`src/core/wmu_defines.svh`:
```
`ifndef WMU_DEFINES_SVH
`define WMU_DEFINES_SVH

// ****************************************
// Register selects on the system coprocessor port
// ****************************************
`define WMU_SEL_ADDRESS 1'h0
`define WMU_SEL_QUALIFIER 1'h1

// ****************************************
// Match address register fields
// ****************************************
`define WMU_ADDR_HI 31
`define WMU_ADDR_LO 3
`define WMU_EN_FETCH_BIT 2
`define WMU_EN_LOAD_BIT 1
`define WMU_EN_STORE_BIT 0

// ****************************************
// Qualifier register fields
// ****************************************
`define WMU_GLOBAL_BIT 30
`define WMU_TAG_HI 23
`define WMU_TAG_LO 16
`define WMU_MASK_HI 11
`define WMU_MASK_LO 3

// ****************************************
// Reset values and codes
// ****************************************
`define WMU_EN_RESET 3'h0
`define WMU_FIELD_RESET 32'h0000_0000
`define WMU_WATCH_CODE 5'h17
`define WMU_NO_CODE 5'h00

`endif

```
`src/core/wmu_pkg.sv`:
```
package wmu_pkg;

  // ****************************************
  // Access kinds presented by the pipeline
  // ****************************************
  typedef enum logic [1:0] {
    WMU_ACC_FETCH = 2'b00,
    WMU_ACC_LOAD = 2'b01,
    WMU_ACC_STORE = 2'b10
  } wmu_access_type;

  typedef struct packed {
    logic valid;
    wmu_access_type kind;
    logic [31:0] match_field_a;
  } wmu_req_type;

  typedef struct packed {
    logic exception_level_bit;
    logic error_level_bit;
  } wmu_status_type;

  typedef struct packed {
    logic wr_en;
    logic rd_en;
    logic sel;
    logic [31:0] wdata;
  } wmu_regport_type;

endpackage : wmu_pkg

```
`src/core/wmu_watch_unit.sv`:
```
// Function
// RL1: A watch exception is taken on a hit only while both the exception and error level bits are zero.
// RL2: A hit while either level bit is one sets the pending flag and defers the exception until both clear.
// RL3: Virtual address bits 31 to 3 are compared with the stored address, covering an aligned doubleword.
// RL4: Address bit 2 enables fetch hits and is cleared by cold reset only.
// RL5: Address bit 1 enables load hits and is cleared by cold reset only.
// RL6: Address bit 0 enables store hits and is cleared by cold reset only.
// RL7: With the global bit set, a hit ignores the address-space tag.
// RL8: With the global bit clear, the qualifier tag must equal the current address-space tag.
// RL9: Each set mask bit removes its address bit from the compare.
// RL10: Qualifier bits 31, 29 to 24, 15 to 12 and 2 to 0 read as zero; software writes zeros there.
// RL11: Address, global, tag and mask fields hold no defined value until software programs them.
// RL12: The exception is raised on the matching access before it completes, with the watch code.
`include "wmu_defines.svh"

module wmu_watch_unit #(
  // Field widths of the match registers
  parameter int MATCH_WIDTH = 29,
  parameter int TAG_WIDTH = 8,
  parameter int MASK_WIDTH = 9
) (
  // Clock and resets
  input wire logic clk,
  input wire logic rst_n,
  input wire logic warm_rst_n,
  // Register access from the system coprocessor
  input wire wmu_pkg::wmu_regport_type regport,
  output logic [31:0] rd_data_ff,
  // Processor state
  input wire wmu_pkg::wmu_status_type status,
  input wire logic [TAG_WIDTH-1:0] address_space_tag,
  input wire logic pending_clear,
  // Access from the pipeline
  input wire wmu_pkg::wmu_req_type req,
  // Exception outputs
  output logic watch_exc_ff,
  output logic [4:0] exc_code_ff,
  output logic watch_pending_ff
);

  // ****************************************
  // Field geometry
  // ****************************************
  // The field widths follow from the bit positions in the header. A field that changes width, or an
  // overridden width that the fixed register layout cannot hold, stops elaboration here.
  localparam int ADDR_FIELD_W = `WMU_ADDR_HI - `WMU_ADDR_LO + 1;
  localparam int TAG_FIELD_W = `WMU_TAG_HI - `WMU_TAG_LO + 1;
  localparam int MASK_FIELD_W = `WMU_MASK_HI - `WMU_MASK_LO + 1;

  if (MATCH_WIDTH != ADDR_FIELD_W) begin : g_bad_match_width
    $error("Match width does not fit the address field.");
  end

  if (TAG_WIDTH != TAG_FIELD_W) begin : g_bad_tag_width
    $error("Tag width does not fit the tag field.");
  end

  if (MASK_WIDTH != MASK_FIELD_W) begin : g_bad_mask_width
    $error("Mask width does not fit the mask field.");
  end

  // The comparator lines mask bit 0 up with the lowest compared address bit.
  if (`WMU_MASK_LO != `WMU_ADDR_LO) begin : g_bad_mask_base
    $error("Mask field does not start at the lowest compared address bit.");
  end

  // The enables share the word with the address, below its lowest bit.
  if (`WMU_EN_FETCH_BIT >= `WMU_ADDR_LO) begin : g_bad_enable_pos
    $error("Enable bits overlap the match address field.");
  end

  // The global bit must sit apart from the tag, and the tag apart from the mask.
  if (`WMU_GLOBAL_BIT <= `WMU_TAG_HI) begin : g_bad_global_pos
    $error("Global bit overlaps the tag field.");
  end

  if (`WMU_TAG_LO <= `WMU_MASK_HI) begin : g_bad_tag_pos
    $error("Tag field overlaps the mask field.");
  end

  // An idle code equal to the watch code would make every cycle look like a hit.
  if (`WMU_WATCH_CODE == `WMU_NO_CODE) begin : g_bad_codes
    $error("Watch code must differ from the idle code.");
  end

  // ****************************************
  // Register state
  // ****************************************
  logic [MATCH_WIDTH-1:0] addr_ff;
  logic [MATCH_WIDTH-1:0] nxt_addr;
  logic [2:0] enable_ff;
  logic [2:0] nxt_enable;
  logic global_ff;
  logic nxt_global;
  logic [TAG_WIDTH-1:0] tag_ff;
  logic [TAG_WIDTH-1:0] nxt_tag;
  logic [MASK_WIDTH-1:0] mask_ff;
  logic [MASK_WIDTH-1:0] nxt_mask;
  logic [31:0] nxt_rd_data;

  // ****************************************
  // Register decode
  // ****************************************
  logic wr_address;
  logic wr_qualifier;
  logic rd_address;
  logic rd_qualifier;

  // One strobe qualified by one select; shared by the four register strobes.
  function automatic logic strobe_for(
    input logic strobe,
    input logic sel,
    input logic want
  );
    return strobe && (sel == want);
  endfunction : strobe_for

  always_comb begin
    wr_address = strobe_for(regport.wr_en, regport.sel, `WMU_SEL_ADDRESS);
    wr_qualifier = strobe_for(regport.wr_en, regport.sel, `WMU_SEL_QUALIFIER);
    rd_address = strobe_for(regport.rd_en, regport.sel, `WMU_SEL_ADDRESS);
    rd_qualifier = strobe_for(regport.rd_en, regport.sel, `WMU_SEL_QUALIFIER);
  end

  // ****************************************
  // Read word assembly
  // ****************************************
  function automatic logic [31:0] address_word(
    input logic [MATCH_WIDTH-1:0] a,
    input logic [2:0] e
  );
    logic [31:0] w;
    w = 32'h0000_0000;
    w[`WMU_ADDR_HI:`WMU_ADDR_LO] = a;
    w[`WMU_EN_FETCH_BIT] = e[`WMU_EN_FETCH_BIT];
    w[`WMU_EN_LOAD_BIT] = e[`WMU_EN_LOAD_BIT];
    w[`WMU_EN_STORE_BIT] = e[`WMU_EN_STORE_BIT];
    return w;
  endfunction : address_word

  function automatic logic [31:0] qualifier_word(
    input logic g,
    input logic [TAG_WIDTH-1:0] t,
    input logic [MASK_WIDTH-1:0] m
  );
    logic [31:0] w;
    w = 32'h0000_0000;
    w[`WMU_GLOBAL_BIT] = g;
    w[`WMU_TAG_HI:`WMU_TAG_LO] = t;
    w[`WMU_MASK_HI:`WMU_MASK_LO] = m;
    return w;
  endfunction : qualifier_word

  // ****************************************
  // Match address group
  // ****************************************
  always_comb begin
    nxt_addr = addr_ff;
    nxt_enable = enable_ff;
    if (wr_address) begin
      nxt_addr = regport.wdata[`WMU_ADDR_HI:`WMU_ADDR_LO];
      // RL4 fetch enable
      nxt_enable[`WMU_EN_FETCH_BIT] = regport.wdata[`WMU_EN_FETCH_BIT];
      // RL5 load enable
      nxt_enable[`WMU_EN_LOAD_BIT] = regport.wdata[`WMU_EN_LOAD_BIT];
      // RL6 store enable
      nxt_enable[`WMU_EN_STORE_BIT] = regport.wdata[`WMU_EN_STORE_BIT];
    end
  end

  // Only rst_n is the cold reset; a warm reset leaves the enables alone.
  always_ff @(posedge clk) begin
    if (!rst_n) begin
      // RL4 cold reset clears
      enable_ff <= `WMU_EN_RESET;
      // RL11 zeroed for simulation only
      addr_ff <= MATCH_WIDTH'(`WMU_FIELD_RESET);
    end else begin
      enable_ff <= nxt_enable;
      addr_ff <= nxt_addr;
    end
  end

  // ****************************************
  // Qualifier group
  // ****************************************
  always_comb begin
    nxt_global = global_ff;
    nxt_tag = tag_ff;
    nxt_mask = mask_ff;
    if (wr_qualifier) begin
      // RL10 reserved bits dropped
      nxt_global = regport.wdata[`WMU_GLOBAL_BIT];
      nxt_tag = regport.wdata[`WMU_TAG_HI:`WMU_TAG_LO];
      nxt_mask = regport.wdata[`WMU_MASK_HI:`WMU_MASK_LO];
    end
  end

  // Software must program these before it sets an enable; the reset value is no promise.
  always_ff @(posedge clk) begin
    if (!rst_n) begin
      // RL11 zeroed for simulation only
      global_ff <= 1'b0;
      tag_ff <= TAG_WIDTH'(`WMU_FIELD_RESET);
      mask_ff <= MASK_WIDTH'(`WMU_FIELD_RESET);
    end else begin
      global_ff <= nxt_global;
      tag_ff <= nxt_tag;
      mask_ff <= nxt_mask;
    end
  end

  // ****************************************
  // Read data group
  // ****************************************
  always_comb begin
    nxt_rd_data = rd_data_ff;
    // A read in the same cycle as a write returns the old contents.
    if (rd_address) begin
      nxt_rd_data = address_word(addr_ff, enable_ff);
    end
    if (rd_qualifier) begin
      // RL10 reserved bits read zero
      nxt_rd_data = qualifier_word(global_ff, tag_ff, mask_ff);
    end
  end

  // Read data holds until the next read, so software may sample it late.
  always_ff @(posedge clk) begin
    if (!rst_n) begin
      rd_data_ff <= `WMU_FIELD_RESET;
    end else begin
      rd_data_ff <= nxt_rd_data;
    end
  end

  // ****************************************
  // Match and exception logic
  // ****************************************
  logic addr_hit;
  logic kind_enabled;
  logic hit;
  logic level_clear;
  logic nxt_exc;
  logic [4:0] nxt_code;
  logic nxt_pending;

  // The exception leaves a flip-flop, so the pipeline holds the matching access one
  // cycle longer; that costs a stall on a hit but keeps the exception precise.
  wmu_addr_cmp u_cmp (
    .match_addr(addr_ff),
    .match_mask(mask_ff),
    .global_bit(global_ff),
    .match_tag(tag_ff),
    .match_field_a(req.match_field_a),
    .address_space_tag(address_space_tag),
    .hit(addr_hit)
  );

  always_comb begin
    unique case (req.kind)
      // RL4 fetch type
      wmu_pkg::WMU_ACC_FETCH: kind_enabled = enable_ff[`WMU_EN_FETCH_BIT];
      // RL5 load type
      wmu_pkg::WMU_ACC_LOAD: kind_enabled = enable_ff[`WMU_EN_LOAD_BIT];
      // RL6 store type
      wmu_pkg::WMU_ACC_STORE: kind_enabled = enable_ff[`WMU_EN_STORE_BIT];
      default: kind_enabled = 1'b0;
    endcase
    hit = req.valid && kind_enabled && addr_hit;
    level_clear = !status.exception_level_bit && !status.error_level_bit;
    nxt_exc = 1'b0;
    nxt_pending = watch_pending_ff;
    if (pending_clear) begin
      nxt_pending = 1'b0;
    end
    if (level_clear) begin
      // RL1 take when levels clear
      // RL2 deferred hit taken now
      if (hit || watch_pending_ff) begin
        nxt_exc = 1'b1;
        nxt_pending = 1'b0;
      end
    end else if (hit) begin
      // RL2 hold as pending, set wins
      nxt_pending = 1'b1;
    end
    // RL12 report watch code
    nxt_code = nxt_exc ? `WMU_WATCH_CODE : `WMU_NO_CODE;
  end

  // A warm reset drops a held hit so no stale exception follows it.
  always_ff @(posedge clk) begin
    if (!rst_n || !warm_rst_n) begin
      watch_exc_ff <= 1'b0;
      exc_code_ff <= `WMU_NO_CODE;
      watch_pending_ff <= 1'b0;
    end else begin
      // RL12 flag before completion
      watch_exc_ff <= nxt_exc;
      exc_code_ff <= nxt_code;
      watch_pending_ff <= nxt_pending;
    end
  end

endmodule : wmu_watch_unit

```
`src/core/wmu_addr_cmp.sv`:
```
`include "wmu_defines.svh"

module wmu_addr_cmp (
  // Stored match fields
  input wire logic [28:0] match_addr,
  input wire logic [8:0] match_mask,
  input wire logic global_bit,
  input wire logic [7:0] match_tag,
  // Current access
  input wire logic [31:0] match_field_a,
  input wire logic [7:0] address_space_tag,
  // Result
  output logic hit
);

  logic [28:0] diff;
  logic [28:0] care;

  always_comb begin
    // RL3 doubleword compare
    diff = match_field_a[`WMU_ADDR_HI:`WMU_ADDR_LO] ^ match_addr;
    // RL9 mask excludes bits
    care = {20'hf_ffff, ~match_mask};
    // RL7 global ignores tag
    // RL8 tag must match
    hit = ((diff & care) == 29'h0000_0000) && (global_bit || (match_tag == address_space_tag));
  end

endmodule : wmu_addr_cmp

```
`config.mk`:
```
export PLATFORM = sky130hd
export DESIGN_NAME = wmu_watch_unit
export DESIGN_NICKNAME = d
export VERILOG_FILES = /design/src/core/wmu_pkg.sv /design/src/core/wmu_watch_unit.sv /design/src/core/wmu_addr_cmp.sv
export VERILOG_INCLUDE_DIRS = /design/src /design/src/core
export SDC_FILE = /design/constraint.sdc
export NUM_CORES = 1
export LEC_CHECK = 0
export ABC_CLOCK_PERIOD_IN_PS = 3100
export BUFFER_PORTS_ARGS = -buffer_cell sky130_fd_sc_hd__buf_4
export CORE_ASPECT_RATIO = 1.2
export CORE_MARGIN = 3
export CORE_UTILIZATION = 55
export CTS_CLUSTER_DIAMETER = 150
export DETAILED_ROUTE_END_ITERATION = 8
export HOLD_SLACK_MARGIN = 0.08
export PLACE_DENSITY = 0.95
export REMOVE_ABC_BUFFERS = 1
export SYNTH_ARGS = -nofsm -noshare
export SYNTH_HDL_FRONTEND = slang
export SYNTH_SLANG_ARGS = --single-unit
```
`constraint.sdc`:
```
create_clock -name clk -period 3.1 [get_ports clk]
set_input_delay 0.62 -clock clk [delete_from_list [all_inputs] [get_ports clk]]
set_output_delay 0.62 -clock clk [all_outputs]
set_load 0.02 [all_outputs]
```
# == After elaboration in Yosys (flattened, before gate mapping) ==
# Cells that the tools add are included.
# op_classes
eq_ne,3
n_mux,10
bitwise,5
reduce_logical,19
# ops
cell,n
$mux W31,2
$and A29 B29 Y29,1
$logic_not A29 Y1,1
$xor A29 B29 Y29,1
$not A9 Y9,1
$eq A8 B8 Y1,1
$logic_and A1 B1 Y1,8
$mux W1,6
$mux W5,1
$logic_not A1 Y1,4
$logic_or A1 B1 Y1,3
$pmux W1 S3,1
$eq A2 B1 Y1 const B,1
$eq A2 B2 Y1 const B,1
$logic_not A2 Y1,1
$not A1 Y1,2
$reduce_bool A2 Y1,1
$reduce_or A2 Y1,1
# word_totals
register_bits,89
input_bits,84
elab_cells,47

# == Longest topological paths before layout ==
# depth
ltp_word,9
mapped_depth,6
depth_no_buf,5

# == Modules after synthesis ==
# From an unflattened synthesis, not the netlist that was laid out.
# hier_totals
hier_cells,449
area_unflattened_um2,3890.0
# by_module_without_submodules
mod,n_inst,cells_per_inst,area_per_inst_um2,seq_area_each_um2
wmu_watch_unit,1,396,3458.3,1681.6
wmu_addr_cmp,1,53,431.7,0.0

# == Worst setup path before layout ==
# No wires, ideal clock.
# synth_path
path_kind,input port to flip-flop
from,input port req[5] in the netlist's numbering
to,register exc_code_ff[2]
setup_ps,60
arrival_ps,1770
t_required_ps,3040
path_slack_ps,1270
stages,5
path_cell_list,xnor2_1 -> o22ai_1 -> or4_1 -> nor4_2 -> o2111a_1
# synth_via
elab_chain_len,9
# synth_lines
item,line,source
from (decl),wmu_watch_unit.sv:34,"input wire wmu_pkg::wmu_req_type req,"
$xor A29 B29 Y29,wmu_addr_cmp.sv:21,diff = match_field_a[`WMU_ADDR_HI:`WMU_ADDR_LO] ^ match_addr;
$and A29 B29 Y29,wmu_addr_cmp.sv:26,hit = ((diff & care) == 29'h0000_0000) && (global_bit || (match_tag == address_space_tag));
$logic_not A29 Y1,wmu_addr_cmp.sv:26,
$logic_and A1 B1 Y1,wmu_addr_cmp.sv:26,
$logic_and A1 B1 Y1,wmu_watch_unit.sv:270,hit = req.valid && kind_enabled && addr_hit;
$logic_or A1 B1 Y1,wmu_watch_unit.sv:280,if (hit || watch_pending_ff) begin
$mux W1,wmu_watch_unit.sv:280,
$mux W1,wmu_watch_unit.sv:277,if (level_clear) begin
$mux W5 (no line),-,
to (signal assigned),wmu_watch_unit.sv:296,exc_code_ff <= `WMU_NO_CODE;
to (signal assigned),wmu_watch_unit.sv:301,exc_code_ff <= nxt_code;
to (decl),wmu_watch_unit.sv:37,"output logic [4:0] exc_code_ff,"
# No other way between the ends.
# A chain may end at the register's enable or synchronous reset.

# == Worst setup path after layout ==
# layout_path
from,input port req[32] in the netlist's numbering
to,register exc_code_ff[2]
# layout_via
elab_chain_len,8
# layout_lines
item,line,source
"$eq A2 B2 Y1, or another cell as far along",wmu_watch_unit.sv:261,unique case (req.kind)
$pmux W1 S3 *,wmu_watch_unit.sv:261,
$logic_and A1 B1 Y1 * (2 in series),wmu_watch_unit.sv:270,
$logic_or A1 B1 Y1 *,wmu_watch_unit.sv:280,
$mux W1 *,wmu_watch_unit.sv:280,
$mux W1 *,wmu_watch_unit.sv:277,
$mux W5 (no line) *,-,
# Every way passes the cells marked *; elsewhere a longest branch is shown, timed or not.

==> results.yml <==
placement:
  gp_congestion: 0.818
  io_buffers: 118
  dp_hpwl_um: 6870
timing:
  hold_viol: 0
  worst_pin_slew_ns: 0.717
  post-route-period-util: 0.600
  setup_viol: 0
  fmax_mhz: 538
  max-slew-margin-rel: 0.522
  rsz0062_at_grt: "false"
  layout_min_cycle_time_ns: 1.86
  fin_skew_ns: 0.00602
  hold_slack_ns: 0.491
  drv_slew: 0
  setup_tns_ns: 0
cells_and_area:
  n_fill_cell: 452
  nets: 631
  area_delta_synth_final_pct: 28.3
  drive_above_1_share: 0.252
  diodes: 0
floorplan:
  core_um2: 6570
  dieArea_um2: 7990
  num_rows: 32
  initial_utilization: 0.582
  die-width_um: 82.1
  die_h_um: 97.3
  io_pins: 123
logic_synthesis:
  synthCells: 448
  seq_area_frac_synth: 0.440
  synth-edff-count: 0
  ys.flop_type: "dfxtp_1"
  synth_warnings: 0
  async_reset_ff_frac: 0
  netlist_area_um2: 3820
  avgSynthCellArea_um2: 8.53
  ys_ff_latch: 84
  synth_cell_types: 30
routing:
  drc: 0
  drt_iter0_drc: 208
  vias_per_cell: 5.40
  first_pass_iters: 5
  drt-total-wl_um: 9860
  vias: 3434
  drtAntennaViolNets: 0
  routedWlPerCell_um: 15.5
clocking:
  cts_htree_levels: 3
  clk_latency_ns: 0.35
  ctsResizeCount: 0
  numCtsBuffers: 9
  root_buffer: "clkbuf_8"
  cts_buffer_depth: 2
  hold_buffers: 0
  clock-sinks: 84
  cts_tree: "built"
  clk_pin_slew_ns: 0.08
  postCtsSetupRepairBufs: 0
worst_setup_path:
  cp_max_fo: 3
  critical_path_arrival_ns: 2.15
  cp-end-kind: "flip-flop"
  critPathKind: "in2reg"
  required_ns: 3.39
  crit_path_start_kind: "input pin"
global_route:
  grt_max_degree: 85
  grt_pass1_wl_um: 15600
  grt_pass1_vias: 3499
  grt_overflow: 0
  track_usage: 0.252
  antenna_found_initial: 0
power:
  ir_drop_v: 0.000299
  leakage_nw: 2.29
  power_mw: 2.31
  p_per_area_nw_per_um2: 471
outcome:
  outcome: "completed"
run:
  maxCapViolations: 0
min_path:
  hold_path_class: "reg2reg"
report_power, final:
group / switching, mW / total, mW / leakage [nW] / internal, mW
Sequential: 0.0363 / 1.16 / 0.686 / 1.12
Combinational: 0.165 / 0.330 / 1.50 / 0.165
Clock: 0.372 / 0.819 / 0.102 / 0.447
final timing paths:
check                    from             end  slack (ns)  cells past startpoint
hold reg to reg    addr_ff[7]      addr_ff[7]        0.49                      2
hold / removal     addr_ff[7]      addr_ff[7]        0.49                      2
setup reg to reg  addr_ff[24]  exc_code_ff[2]        1.28                      5
setup / recovery      req[32]  exc_code_ff[2]        1.24                      6
cells in the final DEF, fill, tap and decap left out, types with 6 or more instances in the layout:
cell type  netlist  routed
a21boi_0        50      50
and2_1          15      15
buf_4            5     123
clkbuf_8         0       9
dfxtp_1         84      84
inv_1           14      14
mux2i_1         18      18
nand2_1        134     134
nor4_1           6       6
o211a_1         18      18
o22ai_1         17      17
xnor2_1          9       9
xor2_1          28      28
cell type report:
cell class | count | area [um^2] | share of cell area
clock buffers | 10 | 128 | 0.0260
clock inverters | 5 | 77.6 | 0.0158
inverters | 14 | 52.6 | 0.0107
multi-input cells | 315 | 1940 | 0.395
flip-flops and latches | 84 | 1680 | 0.343
well taps | 85 | 106 | 0.0217
repair buffers | 123 | 923 | 0.188
cells by family (layout without fill, tap and decap cells):
kind of cell,Yosys count,after routing,synth area share
other,1,1,0.000981
buffers and inverters,49,152,0.0543
AO/OA/AOI/OAI,90,90,0.184
flip-flops,84,84,0.440
AND/OR/NAND/NOR,169,169,0.189
multiplexers,18,18,0.0471
XOR/XNOR,37,37,0.0848
Yosys cell counts, types with 5 or more instances:
master	count	area [um^2]
nand2_1	134	503
and2_1	15	93.8
mux2i_1	18	180
dfxtp_1	84	1680
a21boi_0	50	375
inv_1	14	52.6
buf_1	5	18.8
xor2_1	28	245
clkbuf_1	21	78.8
nor4_1	6	37.5
buf_4	5	37.5
o211a_1	18	180
o22ai_1	17	106
xnor2_1	9	78.8
through the flow:
stage	cells	util	instance area, um^2	worst slack, ns
2_1_floorplan	413	-	3670	1.09
3_3_place_gp	621	0.716	4700	0.907
3_5_place_dp	621	0.716	4700	0.887
4_1_cts	636	0.747	4900	1.25
5_1_grt	636	0.747	4900	1.05
6_report	636	0.747	4900	1.24
routing by layer:
metal  vias to the layer above  GRT usage  wire length (um)
met5                         -          0                 0
met4                         0      0.105               267
met3                        25     0.0649               663
met2                       139      0.460              5160
met1                      1595      0.262              3770
li1                       1675          -                 -
flip-flops by register name (all words and copies together), names as in the netlist:
register,count
rd_data_ff,32
addr_ff,29
mask_ff,9
tag_ff,8
enable_ff,3
exc_code_ff,1
global_ff,1
watch_pending_ff,1
worst max-delay path: stages:
cell and delay [ns]:
buf_4 0.12, nand2b_1 0.14, a2111oi_0 0.49, nand4_1 0.20
nor4_2 0.37, o2111a_1 0.20
Power figures use the tool's default switching activity.
